<file path="config.mk">
export PLATFORM = sky130hd
export DESIGN_NAME = aoc_dev_flat
export DESIGN_NICKNAME = d
export VERILOG_FILES = /design/src/hdl/aoc_pkg.sv /design/src/hdl/aoc_if.sv /design/src/hdl/aoc_dev.sv /design/src/flat_wrapper.sv
export SDC_FILE = /design/constraint.sdc
export NUM_CORES = 1
export LEC_CHECK = 0
export BUFFER_PORTS_ARGS = -buffer_cell sky130_fd_sc_hd__buf_2
export CORE_MARGIN = 3
export CORE_UTILIZATION = 40
export DETAILED_ROUTE_END_ITERATION = 8
export GPL_ROUTABILITY_DRIVEN = 0
export HOLD_SLACK_MARGIN = 0.12
export SYNTH_ARGS = -nofsm -noshare
export SYNTH_HDL_FRONTEND = slang
export SYNTH_SLANG_ARGS = --single-unit
</file>
<file path="constraint.sdc">
create_clock -name i_clk -period 5.1 [get_ports i_clk]
set_clock_uncertainty 0.2 [all_clocks]
set_input_delay 1.02 -clock i_clk [delete_from_list [all_inputs] [get_ports i_clk]]
set_output_delay 1.02 -clock i_clk [all_outputs]
set_load 0.02 [all_outputs]
</file>
<file path="src/hdl/aoc_pkg.sv">
// Package with register map, field layout and timing constants for the block
package aoc_pkg;
  localparam logic [9:0] ADDR_THR0 = 10'h211;
  localparam logic [9:0] ADDR_THR1 = 10'h212;
  localparam logic [9:0] ADDR_RANGE_CFG = 10'h213;
  localparam logic [9:0] ADDR_CAL_EN = 10'h2b0;
  localparam logic [9:0] ADDR_CAL_CFG = 10'h2b1;
  localparam logic [9:0] ADDR_PWR_DN = 10'h209;
  localparam logic [9:0] ADDR_CAL_STAT = 10'h2b2;
  localparam logic [9:0] ADDR_MAN_DLY = 10'h2b5;
  localparam logic [7:0] RST_THR0 = 8'hf2;
  localparam logic [7:0] RST_THR1 = 8'hab;
  localparam logic [7:0] RST_RANGE_CFG = 8'h07;
  localparam logic [7:0] RST_CAL_EN = 8'h00;
  localparam logic [7:0] RST_CAL_CFG = 8'h05;
  localparam logic [7:0] RST_PWR_DN = 8'h00;
  localparam int PWR_DN_A_BIT = 0;
  localparam int PWR_DN_B_BIT = 1;
  localparam int RANGE_EN_BIT = 3;
  localparam int RANGE_LEN_LSB = 0;
  localparam int AVG_LSB = 2;
  localparam int HDUR_LSB = 0;
  localparam int DONE_BIT = 17;
  localparam int INV_BIT = 16;
  localparam int PULSE_BASE_LOG2 = 3;
  localparam int CAL_UNIT = 256 * 19 * 4;
  localparam logic [14:0] PER_LIM0 = 15'h0055;
  localparam logic [14:0] PER_LIM1 = 15'h044c;
  localparam logic [14:0] PER_LIM2 = 15'h1450;
  localparam logic [14:0] PER_LIM3 = 15'h544c;
  typedef enum logic [1:0] {
    CAL_IDLE = 2'b00,
    CAL_RUN = 2'b01,
    CAL_DONE = 2'b10,
    CAL_FAIL = 2'b11
  } aoc_cal_e;
endpackage : aoc_pkg

</file>
<file path="src/hdl/aoc_if.sv">
// Interface joining the converter control end and the host end
`timescale 1ns/10ps
interface aoc_if;
  logic [9:0] addr;
  logic [23:0] wdata;
  logic wr;
  logic rd;
  logic [23:0] rdata;
  logic [3:0] range_pins;
  modport dev (input addr, input wdata, input wr, input rd,
    output rdata, output range_pins);
  modport host (output addr, output wdata, output wr, output rd,
    input rdata, input range_pins);
endinterface : aoc_if

</file>
<file path="src/hdl/aoc_dev.sv">
// Converter end: registers, overrange detection and SYSREF calibration
`timescale 1ns/10ps
module aoc_dev #(
  parameter int CAL_SCALE = aoc_pkg::CAL_UNIT
) (
  input wire logic i_clk,
  input wire logic i_rst_b,
  aoc_if.dev bus,
  input wire logic [11:0] i_samp_a,
  input wire logic [11:0] i_samp_b,
  input wire logic i_sysref,
  input wire logic i_cal_phase_done,
  input wire logic [16:0] i_cal_phase_val,
  output logic o_chan_a_on,
  output logic o_chan_b_on,
  output logic [11:0] o_lane_en_a,
  output logic [11:0] o_lane_en_b,
  output logic [1:0] o_bus_frame_strobe_en,
  output logic [1:0] o_bus_data_clock_en,
  output logic [16:0] o_aperture_delay
);
  logic [7:0] thr0_q, thr1_q, range_cfg_q, cal_en_q, cal_cfg_q, pwr_dn_q;
  logic [15:0] man_dly_q;
  logic [23:0] rdata_q;
  logic cal_en_d1_q;
  aoc_pkg::aoc_cal_e cal_q;
  logic [31:0] cal_cnt_q;
  logic [14:0] per_cnt_q;
  logic sysref_d_q;
  logic [16:0] result_q;
  logic [31:0] cal_lim;
  logic [14:0] per_lim;
  logic sysref_rise, cal_start;
  logic [3:0] hit;
  logic [3:0] pins_q;
  logic [10:0] hold_q [4];
  logic [7:0] mag [2];
  logic [10:0] hold_len;

  // Magnitude of a 12-bit two's complement sample, as a /256 fraction
  function automatic logic [7:0] fs_frac(input logic [11:0] s);
    logic [11:0] m;
    m = s[11] ? ~s : s;
    return m[10:3];
  endfunction : fs_frac

  function automatic logic [14:0] period_limit(input logic [1:0] c);
    case (c)
      2'd0: return aoc_pkg::PER_LIM0;
      2'd1: return aoc_pkg::PER_LIM1;
      2'd2: return aoc_pkg::PER_LIM2;
      default: return aoc_pkg::PER_LIM3;
    endcase
  endfunction : period_limit

  // Channel power-down drives lane, strobe and clock enables
  assign o_chan_a_on = ~pwr_dn_q[aoc_pkg::PWR_DN_A_BIT];
  assign o_chan_b_on = ~pwr_dn_q[aoc_pkg::PWR_DN_B_BIT];
  assign o_lane_en_a = {12{o_chan_a_on}};
  assign o_lane_en_b = {12{o_chan_b_on}};
  assign o_bus_frame_strobe_en = {o_chan_b_on, o_chan_a_on};
  assign o_bus_data_clock_en = {o_chan_b_on, o_chan_a_on};

  // Threshold compare on the 8-bit fraction of full scale
  assign mag[0] = fs_frac(i_samp_a);
  assign mag[1] = fs_frac(i_samp_b);
  assign hit[0] = o_chan_a_on && mag[0] >= thr0_q;
  assign hit[1] = o_chan_a_on && mag[0] >= thr1_q;
  assign hit[2] = o_chan_b_on && mag[1] >= thr0_q;
  assign hit[3] = o_chan_b_on && mag[1] >= thr1_q;
  assign hold_len = 11'(1) << (aoc_pkg::PULSE_BASE_LOG2
    + int'(range_cfg_q[2:0]));
  assign bus.range_pins = range_cfg_q[aoc_pkg::RANGE_EN_BIT] ? pins_q
    : 4'h0;

  // Each flag holds for 8*2^N cycles, restarted by every new crossing
  genvar g;
  generate
    for (g = 0; g < 4; g++) begin : g_flag
      always_ff @(posedge i_clk) begin
        if (!i_rst_b) begin
          hold_q[g] <= 11'h000;
          pins_q[g] <= 1'b0;
        end else if (hit[g]) begin
          hold_q[g] <= hold_len - 11'h001;
          pins_q[g] <= 1'b1;
        end else if (hold_q[g] != 11'h000) begin
          hold_q[g] <= hold_q[g] - 11'h001;
        end else begin
          pins_q[g] <= 1'b0;
        end
      end
    end
  endgenerate

  // Calibration bound and supported SYSREF period from the config
  assign cal_lim = 32'(CAL_SCALE) * (32'(cal_cfg_q[3:2])
    + 32'(cal_cfg_q[1:0]) + 32'd2);
  assign per_lim = period_limit(cal_cfg_q[1:0]);
  assign sysref_rise = i_sysref && !sysref_d_q;
  assign cal_start = cal_en_q[0] && !cal_en_d1_q;
  // Manual delay only while calibration is off
  assign o_aperture_delay = cal_en_q[0] ? result_q
    : {1'b0, man_dly_q};

  // Calibration sequencer; a write of 0 to the enable abandons it
  always_ff @(posedge i_clk) begin
    if (!i_rst_b) begin
      cal_q <= aoc_pkg::CAL_IDLE;
      cal_cnt_q <= 32'h0;
      per_cnt_q <= 15'h0;
      result_q <= 17'h0;
      cal_en_d1_q <= 1'b0;
      sysref_d_q <= 1'b0;
    end else begin
      cal_en_d1_q <= cal_en_q[0];
      sysref_d_q <= i_sysref;
      case (cal_q)
        aoc_pkg::CAL_IDLE: begin
          if (cal_start) begin
            cal_q <= aoc_pkg::CAL_RUN;
            cal_cnt_q <= 32'h0;
            per_cnt_q <= 15'h0;
          end
        end
        aoc_pkg::CAL_RUN: begin
          cal_cnt_q <= cal_cnt_q + 32'h1;
          per_cnt_q <= sysref_rise ? 15'h0 : per_cnt_q + 15'h1;
          if (!cal_en_q[0]) begin
            cal_q <= aoc_pkg::CAL_IDLE;
          end else if (per_cnt_q > per_lim) begin
            cal_q <= aoc_pkg::CAL_FAIL;
          end else if (i_cal_phase_done
              || cal_cnt_q >= cal_lim - 32'h1) begin
            result_q <= i_cal_phase_val;
            cal_q <= aoc_pkg::CAL_DONE;
          end
        end
        aoc_pkg::CAL_DONE, aoc_pkg::CAL_FAIL: begin
          if (!cal_en_q[0]) begin
            cal_q <= aoc_pkg::CAL_IDLE;
          end
        end
        default: cal_q <= aoc_pkg::CAL_IDLE;
      endcase
    end
  end

  // Register writes; reserved bits are stored as zero
  always_ff @(posedge i_clk) begin
    if (!i_rst_b) begin
      thr0_q <= aoc_pkg::RST_THR0;
      thr1_q <= aoc_pkg::RST_THR1;
      range_cfg_q <= aoc_pkg::RST_RANGE_CFG;
      cal_en_q <= aoc_pkg::RST_CAL_EN;
      cal_cfg_q <= aoc_pkg::RST_CAL_CFG;
      pwr_dn_q <= aoc_pkg::RST_PWR_DN;
      man_dly_q <= 16'h0000;
    end else if (bus.wr) begin
      case (bus.addr)
        aoc_pkg::ADDR_THR0: thr0_q <= bus.wdata[7:0];
        aoc_pkg::ADDR_THR1: thr1_q <= bus.wdata[7:0];
        aoc_pkg::ADDR_RANGE_CFG: range_cfg_q <= {4'h0, bus.wdata[3:0]};
        aoc_pkg::ADDR_CAL_EN: cal_en_q <= {7'h00, bus.wdata[0]};
        aoc_pkg::ADDR_CAL_CFG: cal_cfg_q <= {4'h0, bus.wdata[3:0]};
        aoc_pkg::ADDR_PWR_DN: pwr_dn_q <= {6'h00, bus.wdata[1:0]};
        aoc_pkg::ADDR_MAN_DLY: man_dly_q <= bus.wdata[15:0];
        default: ;
      endcase
    end
  end

  // Read data one cycle after the strobe; unmapped reads give zero
  always_ff @(posedge i_clk) begin
    if (!i_rst_b) begin
      rdata_q <= 24'h0;
    end else if (bus.rd) begin
      case (bus.addr)
        aoc_pkg::ADDR_THR0: rdata_q <= {16'h0, thr0_q};
        aoc_pkg::ADDR_THR1: rdata_q <= {16'h0, thr1_q};
        aoc_pkg::ADDR_RANGE_CFG: rdata_q <= {16'h0, range_cfg_q};
        aoc_pkg::ADDR_CAL_EN: rdata_q <= {16'h0, cal_en_q};
        aoc_pkg::ADDR_CAL_CFG: rdata_q <= {16'h0, cal_cfg_q};
        aoc_pkg::ADDR_PWR_DN: rdata_q <= {16'h0, pwr_dn_q};
        aoc_pkg::ADDR_MAN_DLY: rdata_q <= {8'h0, man_dly_q};
        aoc_pkg::ADDR_CAL_STAT: rdata_q <= {6'h0,
          cal_q == aoc_pkg::CAL_DONE && cal_en_q[0], result_q};
        default: rdata_q <= 24'h0;
      endcase
    end else begin
      rdata_q <= 24'h0;
    end
  end
  assign bus.rdata = rdata_q;
endmodule : aoc_dev

</file>
<file path="src/flat_wrapper.sv">
// flat-port wrapper written by rule: the top's interface ports become plain ports
module aoc_dev_flat 
#(
  parameter int CAL_SCALE = aoc_pkg::CAL_UNIT
)
  (i_clk, i_rst_b, i_samp_a, i_samp_b, i_sysref, i_cal_phase_done, i_cal_phase_val, o_chan_a_on, o_chan_b_on, o_lane_en_a, o_lane_en_b, o_bus_frame_strobe_en, o_bus_data_clock_en, o_aperture_delay, bus_addr, bus_wdata, bus_wr, bus_rd, bus_rdata, bus_range_pins);
  aoc_if bus_i ();
  input wire logic i_clk;
  input wire logic i_rst_b;
  input wire logic [11:0] i_samp_a;
  input wire logic [11:0] i_samp_b;
  input wire logic i_sysref;
  input wire logic i_cal_phase_done;
  input wire logic [16:0] i_cal_phase_val;
  output logic o_chan_a_on;
  output logic o_chan_b_on;
  output logic [11:0] o_lane_en_a;
  output logic [11:0] o_lane_en_b;
  output logic [1:0] o_bus_frame_strobe_en;
  output logic [1:0] o_bus_data_clock_en;
  output logic [16:0] o_aperture_delay;
  input wire logic [$bits(bus_i.addr)-1:0] bus_addr;
  input wire logic [$bits(bus_i.wdata)-1:0] bus_wdata;
  input wire logic [$bits(bus_i.wr)-1:0] bus_wr;
  input wire logic [$bits(bus_i.rd)-1:0] bus_rd;
  output wire logic [$bits(bus_i.rdata)-1:0] bus_rdata;
  output wire logic [$bits(bus_i.range_pins)-1:0] bus_range_pins;
  assign bus_i.addr = bus_addr;
  assign bus_i.wdata = bus_wdata;
  assign bus_i.wr = bus_wr;
  assign bus_i.rd = bus_rd;
  assign bus_rdata = bus_i.rdata;
  assign bus_range_pins = bus_i.range_pins;
  aoc_dev #(.CAL_SCALE(CAL_SCALE)) u_core (.i_clk(i_clk), .i_rst_b(i_rst_b), .bus(bus_i), .i_samp_a(i_samp_a), .i_samp_b(i_samp_b), .i_sysref(i_sysref), .i_cal_phase_done(i_cal_phase_done), .i_cal_phase_val(i_cal_phase_val), .o_chan_a_on(o_chan_a_on), .o_chan_b_on(o_chan_b_on), .o_lane_en_a(o_lane_en_a), .o_lane_en_b(o_lane_en_b), .o_bus_frame_strobe_en(o_bus_frame_strobe_en), .o_bus_data_clock_en(o_bus_data_clock_en), .o_aperture_delay(o_aperture_delay));
endmodule
</file>
==> metrics.cfg <==
[status]
status = finished, final reports clean

[yosys]
yosys.area.top_type = dfxtp_1
yosysWarnings = 0
yosysSeqAreaShare_pct = 38.36
synth.avg_cell_area_um2 = 8.749
ys_seq_elements = 177
synthTopCellsByCount = 153 x nand2_1, 133 x dfxtp_1, 80 x nor2_1
synth_area_mm2 = 0.01038
ys_types = 79
synth_edf_count = 44
syn_inst = 1187
yosysMostFrequentCell = nand2_1
synthTopCellsByArea = dfxtp_1 26%, edfxtp_1 13%, ha_1 7.7%
synth.top_cell.area_share_pct = 25.64
async_flop_share_pct = 0
synth_flop_cell = dfxtp_1

[detailed_routing]
drt_iter0_markers = 615
drc = 0
ant_nets = 0
wl_per_cell_um = 16.48
vias_per_cell = 5.494
wl_mm = 26.59
drtPass1Iterations = 5
routed-via-count = 8867

[clock_tree]
insertion_delay_ns = 0.44
cts_buffer_depth = 2
cts_buffers = 17
cts_hold_buffers = 0
cts_tree = built
cts.sinks = 177
clockRootBuffer = clkbuf_16
path_clk_slew_ns = 0.08
htree_levels = 4

[layout]
fin_nets = 1419
seqCellArea_mm2 = 0.003984
multiInputGateArea_mm2 = 0.005776
drive_gt1_share_pct = 17.68
fin_area_mm2 = 0.01174
fin_cells = 1614
num-fill-cells = 2450
antennaDiodeCount = 0
areaGrowthSynthToFinish_pct = 13.01

[sta]
hold_viol = 0
post-route-min-period_ns = 4.671
tns_ns = 0
finalSetupViolations = 0
max_slew_margin_pct = 32.20
rsz0062_at_grt = no
maxSlewViolCount = 0
max_freq_ghz = 0.2141
tightestPinTransition_ns = 1.006
post-route-period-util_pct = 91.59

[critical_path]
rr_endpoint = u_core.result_q[8]
rr_startpoint = u_core.cal_cfg_q[2]
startpoint_type = flip-flop
crit_top_cell = ha_1
critPathKind = flip-flop to flip-flop
critPathCaptureType = flip-flop
critical-path-max-stage-delay_ns = 0.67
worstPathArrival_ns = 4.83
regToRegSetupSlack_ns = 0.43
crit_start = u_core.cal_cfg_q[2]
crit_chain = ha_1 > fa_2 > ha_1 > ha_1 > ha_1 > nand3_1 > nand2_1 > xnor2_1 > nand4_1 > xnor2_1 > ha_1 > and3_1 > nand2_1 > o21ai_1 > and4_1 > buf_4 > mux2i_1
crit_end = u_core.result_q[8]
cp_slowest_cell = fa_2
crit_path_max_fanout = 17
ff2ff_path_depth = 17
crit_required_ns = 5.26

[flow_run]
cap_violations = 0

[worst_hold_path]
min_from = u_core.result_q[16]
min_path_type = flip-flop to flip-flop

[global_routing]
grt.overflow.total = 0
grt_max_degree = 65
grt_usage_pct = 18.58
grt_pass1_wl_mm = 43.17
first_global_vias = 8309
antenna_found_initial = 0

[floorplanning]
io_pins = 156
fp.dieW_um = 167.1
coreArea_mm2 = 0.02533
row_count = 58
die_h_um = 167.1
initial_core_util_pct = 41.00
dieArea_mm2 = 0.02793

[power]
leakage_uw = 0.004788
powerDensity_mw_per_mm2 = 343.2
peakVddDrop_mv = 0.1666

[place]
placed_cell_area_mm2 = 0.01110
place_hpwl_mm = 18.94
place_inst = 1582
portBuffers = 135

critical path, delay by kind of cell (launching register included):
kind / cells / cell delay, ns
buffers and inverters: 1 / 0.31
AO/OA/AOI/OAI: 1 / 0.24
AND/OR/NAND/NOR: 6 / 0.81
multiplexers: 1 / 0.24
flip-flops: 1 / 0.34
adder cells (fa/ha/maj): 6 / 1.98
XOR/XNOR: 2 / 0.46
metal layers:
layer | global-route usage (%) | vias up | part of all wire (%)
li1 | - | 4436 | -
met3 | 2.833 | 32 | 4.9
met1 | 25.44 | 4182 | 48
met4 | 5.372 | 0 | 1.7
met5 | 0 | - | 0
met2 | 30.65 | 217 | 46
sequential cells by signal, indices dropped and copies added, names as in the netlist, 8 cells and up:
signal	flops
u_core.per_cnt_q	15
u_core.man_dly_q	16
u_core.bus.rdata	18
u_core.thr1_q	8
u_core.cal_cnt_q	32
u_core.hold_q	44
u_core.result_q	17
u_core.thr0_q	8
per-stage QoR:
step	utilization, %	hold WS [ns]	worst slack, ns	total power (uW)
CTS	46.33	0.2570	0.1890	4054
global placement	43.81	0.2415	0.3503	2645
detailed placement	43.81	0.2462	0.3104	2657
floorplan	-	0.2239	0.5937	2473
finish	46.34	0.2549	0.4290	4027
global route	46.34	0.2742	0.05303	4242
cell usage in the layout (no fill, tap or decap), types with 23 or more instances in the layout:
master	instances
a21oi_1	79
buf_2	135
dfxtp_1	133
edfxtp_1	44
ha_1	64
inv_1	44
mux2_2	23
nand2_1	153
nand3_1	78
nor2_1	80
o21ai_0	26
o22ai_1	28
xnor2_1	28
xor2_1	28
area by class of cell:
class | count | area share, %
repair buffers | 146 | 6.461
clock buffers | 18 | 3.838
well taps | 330 | 3.518
inverters | 45 | 1.439
flip-flops and latches | 177 | 33.94
multi-input cells | 884 | 49.21
clock inverters | 14 | 1.588
where the power goes:
group          leakage [uW]  switching [uW]  internal (uW)  total (uW)
Clock              0.000305             650            742        1390
Sequential          0.00158             133           1650        1780
Combinational       0.00290             447            409         856
timing repair:
item                                    CTS  global route
buffers inserted                          0             0
endpoints found under the setup margin    0            17
resized for setup                         0             2
how the worst min path moves through the flow:
stage / end / slack (ns) / cells past startpoint
floorplan: u_core.bus.rdata[16] / 0.22 / 2
detailed placement: u_core.bus.rdata[16] / 0.25 / 2
global placement: u_core.thr1_q[2] / 0.24 / 2
global route: u_core.bus.rdata[16] / 0.27 / 2
CTS: u_core.bus.rdata[16] / 0.26 / 2
finish: u_core.bus.rdata[16] / 0.25 / 2
cell families after synthesis:
kind of cell,Yosys count,synth area share [%]
flip-flops,177,38.36
AO/OA/AOI/OAI,239,14.98
AND/OR/NAND/NOR,469,22.70
other,2,0.07232
buffers and inverters,132,6.265
multiplexers,45,4.614
adder cells (fa/ha/maj),67,8.289
XOR/XNOR,56,4.723
Note: power is estimated with default switching activity, not from simulation.
